--- src/rtl/lsa_pkg.sv ---
// shared constants and types for the indicator and address strap pad logic
// assumes every input is synchronous to ref_clk; no software registers

package lsa_pkg;

  // ==========================================================
  // pad map: one index per shared pad
  localparam int LSA_NUM_PADS = 5;
  localparam int LSA_ADDR_W = 5;
  localparam int LSA_PAD_SPEED = 0;
  localparam int LSA_PAD_LINK = 1;
  localparam int LSA_PAD_ACTIVITY = 2;
  localparam int LSA_PAD_DUPLEX = 3;
  localparam int LSA_PAD_CRS = 4;

  // ==========================================================
  // reset values
  localparam logic [LSA_ADDR_W-1:0] LSA_ADDR_RST = 5'h00;
  localparam logic LSA_BIT_RST = 1'b0;
  // previous external reset level seen after rst; low so a pin already
  // high at rst release still counts as a release and straps get captured
  localparam logic LSA_EXT_PREV_RST = 1'b0;

  // ==========================================================
  // controller states, one-hot
  typedef enum logic [2:0] {
    LSA_ST_HOLD = 3'h1,
    LSA_ST_CAPTURE = 3'h2,
    LSA_ST_RUN = 3'h4
  } lsa_state_t;

  // ==========================================================
  // carriers
  typedef struct packed {
    logic speed_100;
    logic link_up;
    logic carrier;
    logic full_duplex;
  } lsa_status_t;

  typedef struct packed {
    logic [LSA_NUM_PADS-1:0] level;
    logic [LSA_NUM_PADS-1:0] enable;
  } lsa_pad_drive_t;

  typedef struct packed {
    logic data_out;
    logic data_oe;
  } lsa_mgmt_drive_t;

endpackage

--- src/rtl/lsa_pad.sv ---
// one shared pad: strap input while undriven, status output while running
// assumes pin_in is the resolved pad level, synchronous to ref_clk

`timescale 1ns/1ps

module lsa_pad
  import lsa_pkg::*;
(
  input wire logic ref_clk,
  input wire logic rst,
  input wire logic pin_in,
  input wire logic level_in,
  input wire logic drive_en,
  input wire logic capture,
  output logic pin_out,
  output logic pin_oe,
  output logic strap_q
);

  // ==========================================================
  // state
  typedef struct packed {
    logic out;
    logic oe;
    logic strap;
  } lsa_pad_state_t;

  lsa_pad_state_t s_q;
  lsa_pad_state_t s_d;

  always_comb begin
    s_d = s_q;
    if (capture) begin
      s_d.strap = pin_in;
    end
    s_d.oe = drive_en;
    s_d.out = drive_en ? level_in : LSA_BIT_RST;
  end

  always_ff @(posedge ref_clk) begin
    if (rst) begin
      s_q <= '{out: LSA_BIT_RST, oe: LSA_BIT_RST, strap: LSA_BIT_RST};
    end else begin
      s_q <= s_d;
    end
  end

  assign pin_out = s_q.out;
  assign pin_oe = s_q.oe;
  assign strap_q = s_q.strap;

endmodule // lsa_pad

--- src/rtl/lsa_strap_led.sv ---
// status indicators, carrier sense and address straps sharing five pads,
// plus the management clock and data pins
// assumes the board resolves each pad from pin_out/pin_oe and pulls;
// all inputs are synchronous to ref_clk

`timescale 1ns/1ps

module lsa_strap_led
  import lsa_pkg::*;
#(
  parameter int NUM_PADS = LSA_NUM_PADS
)
(
  input wire logic ref_clk,
  input wire logic rst,
  input wire logic external_reset_low,
  input wire lsa_status_t status_in,
  input wire logic [NUM_PADS-1:0] pad_in,
  output logic [NUM_PADS-1:0] pad_out,
  output logic [NUM_PADS-1:0] pad_oe,
  output logic [LSA_ADDR_W-1:0] station_addr,
  output logic station_addr_valid,
  output logic pads_driving,
  input wire logic mgmt_clk_in,
  input wire logic mgmt_data_in,
  output logic mgmt_data_out,
  output logic mgmt_data_oe,
  output logic mgmt_clk_core,
  output logic mgmt_data_core,
  input wire lsa_mgmt_drive_t mgmt_drive
);

  // ==========================================================
  // controller state
  typedef struct packed {
    lsa_state_t st;
    logic ext_prev;
    logic addr_valid;
    logic mclk;
    logic mdat_in;
    logic mdat_out;
    logic mdat_oe;
  } lsa_ctl_state_t;

  lsa_ctl_state_t c_q;
  lsa_ctl_state_t c_d;

  logic release_seen;
  logic capture;
  logic drive_en;
  lsa_pad_drive_t drive;
  logic [NUM_PADS-1:0] strap_bits;

  assign release_seen = external_reset_low && !c_q.ext_prev;
  assign capture = release_seen && (c_q.st == LSA_ST_HOLD);
  assign drive_en = (c_q.st == LSA_ST_RUN) && external_reset_low;

  // ==========================================================
  // sequencing
  always_comb begin
    c_d = c_q;
    c_d.ext_prev = external_reset_low;
    unique case (c_q.st)
      LSA_ST_HOLD: begin
        if (capture) begin
          c_d.st = LSA_ST_CAPTURE;
        end
      end
      LSA_ST_CAPTURE: begin
        // one cycle gap so straps settle before any driver turns on
        c_d.st = external_reset_low ? LSA_ST_RUN : LSA_ST_HOLD;
        c_d.addr_valid = 1'b1;
      end
      LSA_ST_RUN: begin
        // reset asserted again: release the pads for a fresh capture
        if (!external_reset_low) begin
          c_d.st = LSA_ST_HOLD;
        end
      end
      default: begin
        c_d.st = LSA_ST_HOLD;
      end
    endcase
    // management pins registered into the core
    c_d.mclk = mgmt_clk_in;
    c_d.mdat_in = mgmt_data_in;
    c_d.mdat_oe = (c_q.st == LSA_ST_RUN) && external_reset_low && mgmt_drive.data_oe;
    c_d.mdat_out = c_d.mdat_oe ? mgmt_drive.data_out : LSA_BIT_RST;
  end

  always_ff @(posedge ref_clk) begin
    if (rst) begin
      c_q <= '{st: LSA_ST_HOLD, ext_prev: LSA_EXT_PREV_RST, addr_valid: LSA_BIT_RST,
               mclk: LSA_BIT_RST, mdat_in: LSA_BIT_RST, mdat_out: LSA_BIT_RST,
               mdat_oe: LSA_BIT_RST};
    end else begin
      c_q <= c_d;
    end
  end

  // ==========================================================
  // status onto pads
  always_comb begin
    drive.level = '0;
    drive.enable = {NUM_PADS{drive_en}};
    drive.level[LSA_PAD_SPEED] = status_in.speed_100;
    drive.level[LSA_PAD_LINK] = status_in.link_up;
    drive.level[LSA_PAD_ACTIVITY] = status_in.carrier;
    drive.level[LSA_PAD_DUPLEX] = status_in.full_duplex;
    drive.level[LSA_PAD_CRS] = status_in.carrier;
  end

  // ==========================================================
  // shared pads
  for (genvar i = 0; i < NUM_PADS; i++) begin : g_pad
    lsa_pad u_pad (
      .ref_clk(ref_clk),
      .rst(rst),
      .pin_in(pad_in[i]),
      .level_in(drive.level[i]),
      .drive_en(drive.enable[i]),
      .capture(capture),
      .pin_out(pad_out[i]),
      .pin_oe(pad_oe[i]),
      .strap_q(strap_bits[i])
    );
  end

  assign station_addr = strap_bits[LSA_ADDR_W-1:0];
  assign station_addr_valid = c_q.addr_valid;
  assign pads_driving = pad_oe[LSA_PAD_SPEED];
  assign mgmt_clk_core = c_q.mclk;
  assign mgmt_data_core = c_q.mdat_in;
  assign mgmt_data_out = c_q.mdat_out;
  assign mgmt_data_oe = c_q.mdat_oe;

endmodule // lsa_strap_led

--- config.mk ---
export PLATFORM = sky130hd
export DESIGN_NAME = lsa_strap_led
export DESIGN_NICKNAME = d
export VERILOG_FILES = /design/src/rtl/lsa_pkg.sv /design/src/rtl/lsa_pad.sv /design/src/rtl/lsa_strap_led.sv
export SDC_FILE = /design/constraint.sdc
export NUM_CORES = 1
export LEC_CHECK = 0
export BUFFER_PORTS_ARGS = -buffer_cell sky130_fd_sc_hd__buf_2
export CAP_MARGIN = 20
export CORE_MARGIN = 8
export CORE_UTILIZATION = 40
export DETAILED_ROUTE_END_ITERATION = 8
export PLACE_DENSITY = 0.7
export SLEW_MARGIN = 20
export SYNTH_ARGS = -nofsm -noshare
export SYNTH_HDL_FRONTEND = slang
export SYNTH_SLANG_ARGS = --single-unit
--- constraint.sdc ---
create_clock -name ref_clk -period 1.6 [get_ports ref_clk]
set_input_delay 0.16 -clock ref_clk [delete_from_list [all_inputs] [get_ports ref_clk]]
set_output_delay 0.16 -clock ref_clk [all_outputs]
set_load 0.01 [all_outputs]
==> metrics, run 1 <==
via count=528; Final Hold Fails=0; Post-synth top flop=dfxtp_1; Switching Fraction=0.230; DRT iter0 DRCs=2; synthesized area=792 sq um; Critical Setup Path Class=flip-flop to flip-flop; Post-CTS Setup Bufs=0; slew at the pin closest to its max-slew limit=around 0.33 ns; r2r worst-path depth=3; area share of the largest cell type after synthesis=0.480; crit path capture type=flip-flop; cell with the most instances after synthesis=dfxtp_1; IO Count=37; CTS buffer count=3; CP Max Fanout=6; Starting Density=0.412; share of layout cells above drive strength 1=0.469; reg-to-reg endpoint=g_pad[4].u_pad.strap_q; Worst Path Required=between 1.5 and 2 ns; cell taking the most area after synthesis=dfxtp_1; Clock Latency Late Sink=0.29 ns; RSZ-0062 raised after global routing=false; Relative slew margins=0.778; area occupied by multi-input gates=~280 sq um; Net count, final=113; fin. max-slew vios=0; gp weighted congestion=0.679; Pint=627 uW; Reg power frac=0.615; clock-pin transition on the worst setup and hold timing paths=0.10 ns; reg2reg setup slack=0.37 ns; sequential element share of the synthesized area=0.480; Yosys warnings=0; commonest cells in the netlist=19 x dfxtp_1, 15 x buf_4, 10 x nand2b_1, 5 x and2_1, 5 x mux2i_1; die width=60.5 um; dpl cells=119; post-cts sizing count=0; post-synth cell types=22; # diodes=0; Setup crit start kind=flip-flop; fmax=around 810 MHz; Root Buffer=clkbuf_4; CTS tree=done; Filler cells=208; largest cells by area after synthesis=dfxtp_1 48%, buf_4 14%, nand2b_1 7.9%; CTS Sinks=19; max cap viols=0; first-pass GRT wire length=approximately 2.1 mm; VDD IR max=0.546 mV; detailed placement HPWL=roughly 1.1 mm; Post-route DRC=0; full die area=~3700 sq um; vias in the first global route=just over 500; fin util=0.471; hold buffers post-CTS=0; cell area power density=899 nW/um^2; Lkg Pwr=roughly 0.00045 uW; Detail Route Antenna Nets=0; routed wire length=between 1 and 1.5 mm; Critical Path Source=c_q[7]; synthesized flop and latch total=19; asr flop ratio synth=0; Gate power share=0.098; grt ovf=0; Via density=~4.3; all-layer global routing usage=0.0798; H-tree depth=1; Core Area=1920 sq um; row count=16; Setup crit end=g_pad[4].u_pad.strap_q; initial antenna violation count=0; Max Buffers Root-to-Sink=2; Sequential cell area=380 sq um; area grow syn2layout=14.4%; Setup Viol. Count Final=0; Cells after Synth=73; Hold WC Path Type=primary input to flip-flop; clk_skew=~0.0021 ns; Total Power=815 uW; non-filler cells, final=around 120; status=complete, no violations; Syn Nets=89; WL/cell=11.3 um; Min Hold Slack=~0.06 ns; final setup TNS=0 ns; Clock Power Share=0.287; PortBufs=36; minimum clock period=1.23 ns; CP arrival=1.46 ns; fin crit share=0.769; Synth Area per Inst=10.8 sq um; Pre-antenna DRT Iters=2; Switch Pwr=roughly 190 uW; die height=just over 60 um; FF-to-FF Start=c_q[7]; Post-synth EDFFs=0; largest net degree at the start of global routing=15
power by group through the flow:
stage / logic [uW] / clock network, uW / registers [uW]
4_1_cts: 82.1 / 252 / 501
3_3_place_gp: 79.5 / 0 / 511
5_1_grt: 88.7 / 279 / 504
2_1_floorplan: 60.4 / 0 / 512
6_report: 80.1 / 234 / 501
3_5_place_dp: 81.6 / 0 / 512
cell usage in the layout, fill, tap and decap left out:
cell,instances
and2_1,5
and3_1,1
and4b_1,1
and4b_2,1
buf_2,36
clkbuf_4,3
clkinv_2,1
dfxtp_1,19
inv_1,1
mux2_2,1
mux2i_1,5
nand2b_1,10
nand2b_4,1
nor2_1,2
nor2_2,1
nor2b_1,2
nor3_1,1
nor3b_1,1
nor4b_4,1
o211ai_1,1
o21ai_0,1
xnor2_1,1
logic make-up after synthesis:
kind of cell | after synthesis | synth area share
AND/OR/NAND/NOR | 27 | 0.250
flip-flops | 19 | 0.480
multiplexers | 6 | 0.0774
XOR/XNOR | 1 | 0.0111
AO/OA/AOI/OAI | 2 | 0.0158
buffers and inverters | 18 | 0.166
state kept, by name, summed over array words and instances (netlist names):
name	count
c_q	4
g_pad.u_pad.pin_oe	1
g_pad.u_pad.pin_out	4
g_pad.u_pad.strap_q	5
mgmt_clk_core	1
mgmt_data_core	1
mgmt_data_oe	1
mgmt_data_out	1
station_addr_valid	1
critical path, stage by stage, from the launching register on:
cell and delay (ns):
dfxtp_1 0.40, nor2_2 0.16, and4b_1 0.39, mux2i_1 0.22
cell type report:
type                       count  share of cell area
sequential                    19               0.420
multi-input combinational     36               0.309
timing repair buffer          36               0.199
tap                           27              0.0373
clock buffer                   3              0.0249
clock inverter                 1             0.00552
inverter                       1             0.00414
stage by stage:
stage | instance area (sq um) | setup WS [ns]
2_1_floorplan | 792 | 0.555
3_3_place_gp | 878 | 0.433
3_5_place_dp | 878 | 0.379
4_1_cts | 906 | 0.347
5_1_grt | 906 | 0.288
6_report | 906 | 0.369
per-layer routing:
layer / wire, um / global-route usage / vias up
met2: 614 / 0.127 / 27
met1: 568 / 0.0801 / 232
met4: 16 / 0.0598 / 0
met5: 0 / 0 / -
met3: 196 / 0.0381 / 2
li1: - / - / 267
how the worst min path moves through the flow:
stage,from,to,slack (ns),cells after the start
after global placement,status_in[1],g_pad[4].u_pad.pin_out,0.36,2
after global routing,status_in[0],g_pad[3].u_pad.pin_out,0.03,2
after floorplan,status_in[3],g_pad[0].u_pad.pin_out,0.28,1
after detailed placement,status_in[0],g_pad[3].u_pad.pin_out,0.36,2
final,status_in[0],g_pad[3].u_pad.pin_out,0.06,2
after CTS,status_in[0],g_pad[3].u_pad.pin_out,0.04,2
No activity file was read; power rests on OpenSTA's default activity.
==> inputs of run 2 (changes only) <==
--- a/config.mk
+++ b/config.mk
@@ -10,7 +10,7 @@
 export CORE_MARGIN = 8
 export CORE_UTILIZATION = 40
 export DETAILED_ROUTE_END_ITERATION = 8
-export PLACE_DENSITY = 0.7
+export PLACE_DENSITY = 0.73
 export SLEW_MARGIN = 20
 export SYNTH_ARGS = -nofsm -noshare
 export SYNTH_HDL_FRONTEND = slang
==> constraint.sdc (replaced) <==
create_clock -name ref_clk -period 1 [get_ports ref_clk]
set_input_delay 0.1 -clock ref_clk [delete_from_list [all_inputs] [get_ports ref_clk]]
set_output_delay 0.1 -clock ref_clk [all_outputs]
set_load 0.01 [all_outputs]
==> run 2 against run 1 <==
Compared with the run above:
- the flow now finishes with violations (setup timing)
- count of clock-buffer cells in the layout rose by 1
- hold slack got worse by 0.036 ns
- sequential cell count did not move
- register-to-register slack got worse by 0.42 ns
- non-clock buffer count rose by 11
- clock power rose by 58%
- die area did not move
- worst setup slack got worse by 0.42 ns
- utilization rose by 5.7 points
- cell count rose by 8.9%
- critical path depth rose by 1
- wire length rose by 11%
- highest routed layer unchanged
==> metrics, run 2 (synthesized netlist as in run 1, its figures left out) <==
status=finished with violations (was complete, no violations); violated checks=setup timing; share of layout cells above drive strength 1=0.486 (was 0.469); worst path cell trace=nor2_4 -> buf_4 -> mux2_2 -> o211ai_1 (was nor2_2 -> and4b_1 -> mux2i_1); most frequent cells in the layout=36 x buf_2, 17 x dfxtp_1, 10 x nand2b_1 (was 36 x buf_2, 19 x dfxtp_1, 10 x nand2b_1, 5 x and2_1, 5 x mux2i_1); Clock Latency Late Sink=0.29 ns (about the same); Total Power=1340 uW (was 815 uW); uppermost routed layer=met4 (unchanged); final setup margin=-0.0518 ns (was 0.369 ns); Final Hold Fails=0 (unchanged); WL met1=637 um (was 568 um); Switching Fraction=0.224 (was 0.230); Starting Density=0.412 (unchanged); Switch Pwr=300 uW (was 188 uW); Core Area=1920 sq um (unchanged); fin crit share=1.05 (was 0.769); full die area=3660 sq um (unchanged); max cap viols=0 (unchanged); Clock Power Share=0.275 (was 0.287); PortBufs=36 (unchanged); row count=16 (unchanged); final setup TNS=-0.152 ns (was 0 ns); detailed placement HPWL=1.15 mm (was 1.10 mm); slowest cell on the critical path=dfxtp_4 (was dfxtp_1); Hold WC Path Type=primary input to flip-flop (unchanged); Gate power share=0.128 (was 0.098); Net count, final=124 (was 113); CP max stage delay=0.39 ns (was 0.40 ns); dpl cells=124 (was 119); clock-pin transition on the worst setup and hold timing paths=0.10 ns (about the same); largest net degree at the start of global routing=14 (was 15); WL/cell=11.6 um (was 11.3 um); Setup Viol. Count Final=6 (was 0); CP Max Fanout=3 (was 6); vias in the first global route=552 (was 511); gp weighted congestion=0.715 (was 0.679); DRT iter0 DRCs=5 (was 2); via count=582 (was 528); VDD IR max=0.622 mV (was 0.546 mV); fin. max-slew vios=0 (unchanged); die height=60.5 um (unchanged); all-layer global routing usage=0.0865 (was 0.0798); fmax=951 MHz (was 812 MHz); initial antenna violation count=0 (unchanged); Pint=1040 uW (was 627 uW); IO Count=37 (unchanged); Worst Path Required=1.20 ns (was 1.83 ns); die width=60.5 um (unchanged); CP arrival=1.26 ns (was 1.46 ns); area grow syn2layout=28.3% (was 14.4%); slew at the pin closest to its max-slew limit=0.320 ns (was 0.332 ns); RSZ-0062 raised after global routing=true (was false); commonest non-fill, non-tap cell in the layout=buf_2 (unchanged); Detail Route Antenna Nets=0 (unchanged); Post-route DRC=0 (unchanged); Via density=4.34 (was 4.29); CTS Sinks=19 (unchanged); minimum clock period=1.05 ns (was 1.23 ns); clk_skew=0.00157 ns (was 0.00209 ns); Lkg Pwr=0.000502 uW (was 0.000451 uW); Root Buffer=clkbuf_4 (unchanged); grt ovf=0 (unchanged); Max Buffers Root-to-Sink=2 (unchanged); Met3 Routed Length=202 um (was 196 um); routed wire length=1.55 mm (was 1.40 mm); met2 wire len=698 um (was 614 um); Filler cells=187 (was 208); H-tree depth=1 (unchanged); non-filler cells, final=134 (was 123); # diodes=0 (unchanged); CTS buffer count=3 (unchanged); CTS tree=done (unchanged); fin util=0.529 (was 0.471); Pre-antenna DRT Iters=4 (was 2); crit path capture type=flip-flop (unchanged); number of flip-flops in the largest register=5 (unchanged); Reg power frac=0.596 (was 0.615); first-pass GRT wire length=2.33 mm (was 2.14 mm); Critical Setup Path Class=flip-flop to flip-flop (unchanged); Relative slew margins=0.786 (was 0.778); Setup crit start kind=flip-flop (unchanged); cell area power density=1320 nW/um^2 (was 899 nW/um^2)
[run 2: changes by cell type in the layout (fill, tap and decap cells not counted), sizes merged]
| cell | change |
|---|---|
| buf | +6 |
| dlygate4sd3 | +5 |
| clkbuf | +1 |
| clkinv | -1 |
[run 2: power by group through the flow]
stage	combinational, uW	sequential, uW	clock, uW
floorplan	96.6	820	0
global placement	145	816	0
detailed placement	150	817	0
CTS	163	801	394
global route	188	804	429
finish	172	800	369
[run 2: worst max-delay path: cells and delay by family (launching register included)]
kind,cells,cell delay (ns)
buffers and inverters,1,0.13
AND/OR/NAND/NOR,1,0.04
multiplexers,1,0.25
AO/OA/AOI/OAI,1,0.16
flip-flops,1,0.39
[run 2: worst paths after layout]
check / start / end / slack [ns] / cells past startpoint
max: c_q[7] / c_q[6] / -0.05 / 4
min: mgmt_data_in / mgmt_data_core / 0.02 / 2
max reg2reg: c_q[7] / c_q[6] / -0.05 / 4
min reg2reg: g_pad[3].u_pad.strap_q / g_pad[3].u_pad.strap_q / 0.48 / 2
[run 2: area by class of cell]
type,instances,area [sq um],share of cell area
tap,27,33.8,0.0333
multi-input combinational,36,285,0.281
inverter,1,3.75,0.00369
timing repair buffer,47,279,0.275
sequential,19,388,0.382
clock buffer,4,26.3,0.0259
[run 2: what timing repair did]
item,4_1_cts,5_1_grt
setup buffers,0,1
resized for setup,4,1
endpoints found under the hold margin,3,2
hold buffers,3,2
setup endpoints to repair,12,12
cloned,0,0
pin swaps,1,2
[run 2: metrics by stage]
| stage | hold WS, ns | cell area (sq um) | worst slack (ns) |
|---|---|---|---|
| final | 0.0241 | 1020 | -0.0518 |
| after global routing | 0.0104 | 1020 | -0.118 |
| after CTS | 0.00102 | 986 | -0.0517 |
| after detailed placement | 0.306 | 917 | -0.103 |
| after global placement | 0.306 | 917 | -0.0233 |
| after floorplan | 0.222 | 793 | 0.00131 |
[run 2: routing by layer]
| layer | global-route usage | vias to the layer above |
|---|---|---|
| li1 | - | 288 |
| met1 | 0.0976 | 263 |
| met2 | 0.134 | 29 |
| met3 | 0.0297 | 2 |
| met4 | 0.0598 | 0 |
| met5 | 0 | - |
==> inputs of run 3 (changes only) <==
--- a/config.mk
+++ b/config.mk
@@ -7,10 +7,12 @@
 export LEC_CHECK = 0
 export BUFFER_PORTS_ARGS = -buffer_cell sky130_fd_sc_hd__buf_2
 export CAP_MARGIN = 20
+export CELL_PAD_IN_SITES_DETAIL_PLACEMENT = 1
+export CELL_PAD_IN_SITES_GLOBAL_PLACEMENT = 1
 export CORE_MARGIN = 8
-export CORE_UTILIZATION = 40
+export CORE_UTILIZATION = 29
 export DETAILED_ROUTE_END_ITERATION = 8
-export PLACE_DENSITY = 0.73
+export PLACE_DENSITY_LB_ADDON = 0.1
 export SLEW_MARGIN = 20
 export SYNTH_ARGS = -nofsm -noshare
 export SYNTH_HDL_FRONTEND = slang
==> run 3 against run 2 <==
Compared with the run above:
- critical path type unchanged
- combinational power is 3% higher
- critical path depth stayed put
- via count is 4.0% lower
- the run still ends with setup timing left
- clock power is 4% higher
- cell count is 3.7% higher
- largest cell class unchanged
- first-iteration DRC count is 60% higher
- utilization is 14 points lower
- clock skew hardly changed
- non-clock buffer count is 1 higher
- maximum frequency is 0.92% lower
==> metrics, run 3 (synthesized netlist as in run 1, its figures left out) <==
status=finished with violations (unchanged); violated checks=setup timing (unchanged); fin area=1040 sq um (was 1020 sq um); commonest non-fill, non-tap cell in the layout=buf_2 (unchanged); hold path start=mgmt_clk_in (was mgmt_data_in); Post-DP Area=937 sq um (was 917 sq um); DRT iter0 DRCs=8 (was 5); VDD IR max=0.618 mV (was 0.622 mV); RSZ-0062 raised after global routing=true (unchanged); detailed placement HPWL=1.28 mm (was 1.15 mm); WL met1=640 um (was 637 um); Core Area=2690 sq um (was 1920 sq um); reg2reg setup slack=-0.06 ns (was -0.05 ns); die height=68.3 um (was 60.5 um); area grow syn2layout=31.9% (was 28.3%); Worst Path Required=1.23 ns (was 1.20 ns); Switching Fraction=0.233 (was 0.224); Final Hold Fails=0 (unchanged); CP arrival=1.29 ns (was 1.26 ns); full die area=4660 sq um (was 3660 sq um); Post-CTS Setup Bufs=0 (unchanged); Reg power frac=0.586 (was 0.596); Filler cells=315 (was 187); row count=19 (was 16); FF-to-FF Start=c_q[7] (unchanged); minimum clock period=1.06 ns (was 1.05 ns); most frequent cells in the layout=36 x buf_2, 15 x dfxtp_1, 10 x nand2b_1, 6 x buf_4 (was 36 x buf_2, 17 x dfxtp_1, 10 x nand2b_1); hold worst-path end=mgmt_clk_core (was mgmt_data_core); uppermost routed layer=met4 (unchanged); initial antenna violation count=0 (unchanged); Clock Latency Late Sink=0.29 ns (about the same); number of flip-flops in the largest register=5 (unchanged); Lkg Pwr=0.000514 uW (was 0.000502 uW); PortBufs=36 (unchanged); Hold WC Path Type=primary input to flip-flop (unchanged); final setup margin=-0.0616 ns (was -0.0518 ns); CTS Sinks=19 (unchanged); Starting Density=0.295 (was 0.412); vias in the first global route=576 (was 552); Setup Viol. Count Final=6 (unchanged); CTS tree=done (unchanged); # diodes=0 (unchanged); Total Power=1360 uW (was 1340 uW); H-tree depth=1 (unchanged); Net count, final=125 (was 124); met2 wire len=779 um (was 698 um); Max Buffers Root-to-Sink=2 (unchanged); Setup crit start kind=flip-flop (unchanged); Post-route DRC=0 (unchanged); Gate power share=0.131 (was 0.128); gp weighted congestion=0.710 (was 0.715); clock-pin transition on the worst setup and hold timing paths=0.11 ns (was 0.10 ns); Pre-antenna DRT Iters=4 (unchanged); largest net degree at the start of global routing=14 (unchanged); Clock Power Share=0.283 (was 0.275); reg-to-reg endpoint=g_pad[1].u_pad.strap_q (was c_q[6]); Detail Route Antenna Nets=0 (unchanged); cell area power density=1300 nW/um^2 (was 1320 nW/um^2); routed wire length=1.63 mm (was 1.55 mm); Critical Setup Path Class=flip-flop to flip-flop (unchanged); fin. max-slew vios=0 (unchanged); first-pass GRT wire length=2.56 mm (was 2.33 mm); worst hold path depth=2 (unchanged); die width=68.3 um (was 60.5 um); Via density=4.02 (was 4.34); fin crit share=1.06 (was 1.05); clk_skew=0.00185 ns (was 0.00157 ns); Root Buffer=clkbuf_4 (unchanged); WL/cell=11.7 um (was 11.6 um); crit path capture type=flip-flop (unchanged); r2r worst-path depth=4 (unchanged); grt ovf=0 (unchanged); Relative slew margins=0.884 (was 0.786); CTS buffer count=3 (unchanged); Switch Pwr=318 uW (was 300 uW); Pint=1040 uW (about the same); pre-CTS setup slack=-0.0719 ns (was -0.103 ns); CP Max Fanout=5 (was 3); area occupied by multi-input gates=299 sq um (was 285 sq um); Sequential cell area=390 sq um (was 388 sq um); Met3 Routed Length=197 um (was 202 um); fmax=942 MHz (was 951 MHz); max cap viols=0 (unchanged); via count=559 (was 582); share of layout cells above drive strength 1=0.537 (was 0.486); all-layer global routing usage=0.0730 (was 0.0865); IO Count=37 (unchanged); slew at the pin closest to its max-slew limit=0.173 ns (was 0.320 ns)
run 3: changes by cell type in the layout (fill, tap and decap cells not counted):
cell / change
and2_1: -2
and2_4: +2
and3_1: -1
and3_4: +1
buf_4: +1
dfxtp_1: -2
dfxtp_2: +2
mux2_2: -1
mux2_4: +1
run 3: power by group through the flow:
stage               clock network (uW)  registers, uW  logic, uW
global route                       442            803        196
global placement                     0            816        154
CTS                                408            801        174
floorplan                            0            820       96.6
detailed placement                   0            816        158
finish                             385            799        178
run 3: final cells by class:
class                   count  area share
clock buffers               4      0.0251
inverters                   1     0.00359
multi-input cells          36       0.286
flip-flops and latches     19       0.374
well taps                  31      0.0371
repair buffers             48       0.274
run 3: how the worst max path moves through the flow:
| stage | from | end | slack (ns) | cells past startpoint |
|---|---|---|---|---|
| after floorplan | c_q[7] | g_pad[0].u_pad.strap_q | 0.001 | 4 |
| after global placement | c_q[6] | g_pad[1].u_pad.strap_q | -0.03 | 3 |
| after detailed placement | c_q[7] | g_pad[4].u_pad.strap_q | -0.07 | 4 |
| after CTS | c_q[7] | g_pad[4].u_pad.strap_q | -0.07 | 4 |
| after global routing | c_q[7] | g_pad[0].u_pad.strap_q | -0.16 | 4 |
| final | c_q[7] | g_pad[1].u_pad.strap_q | -0.06 | 4 |
run 3: stage by stage:
step           hold WS [ns]  instances  TNS, ns  utilization
6_report             0.0111        139   -0.295        0.389
5_1_grt              0.0275        139   -0.882        0.389
4_1_cts            0.000516        137   -0.355        0.376
3_5_place_dp          0.304        130   -0.342        0.349
3_3_place_gp          0.301        130   -0.142        0.349
2_1_floorplan         0.222         73        0            -
run 3: what timing repair did:
action                                  CTS  global route
hold endpoints to repair                  3             2
hold buffers                              3             2
pin swaps                                 2             6
endpoints found under the setup margin    7            13
resized for setup                         6             5
run 3: worst max-delay path, cell delays in order (launching register included):
cell,delay (ns)
dfxtp_4,0.38
nor2_4,0.10
and4b_1,0.22
buf_6,0.13
mux2i_1,0.17
run 3: per-layer routing:
metal  vias up  global-route usage
met5         -                   0
met4         0              0.0384
met3         2              0.0295
met2        22               0.128
met1       246              0.0730
li1        289                   -
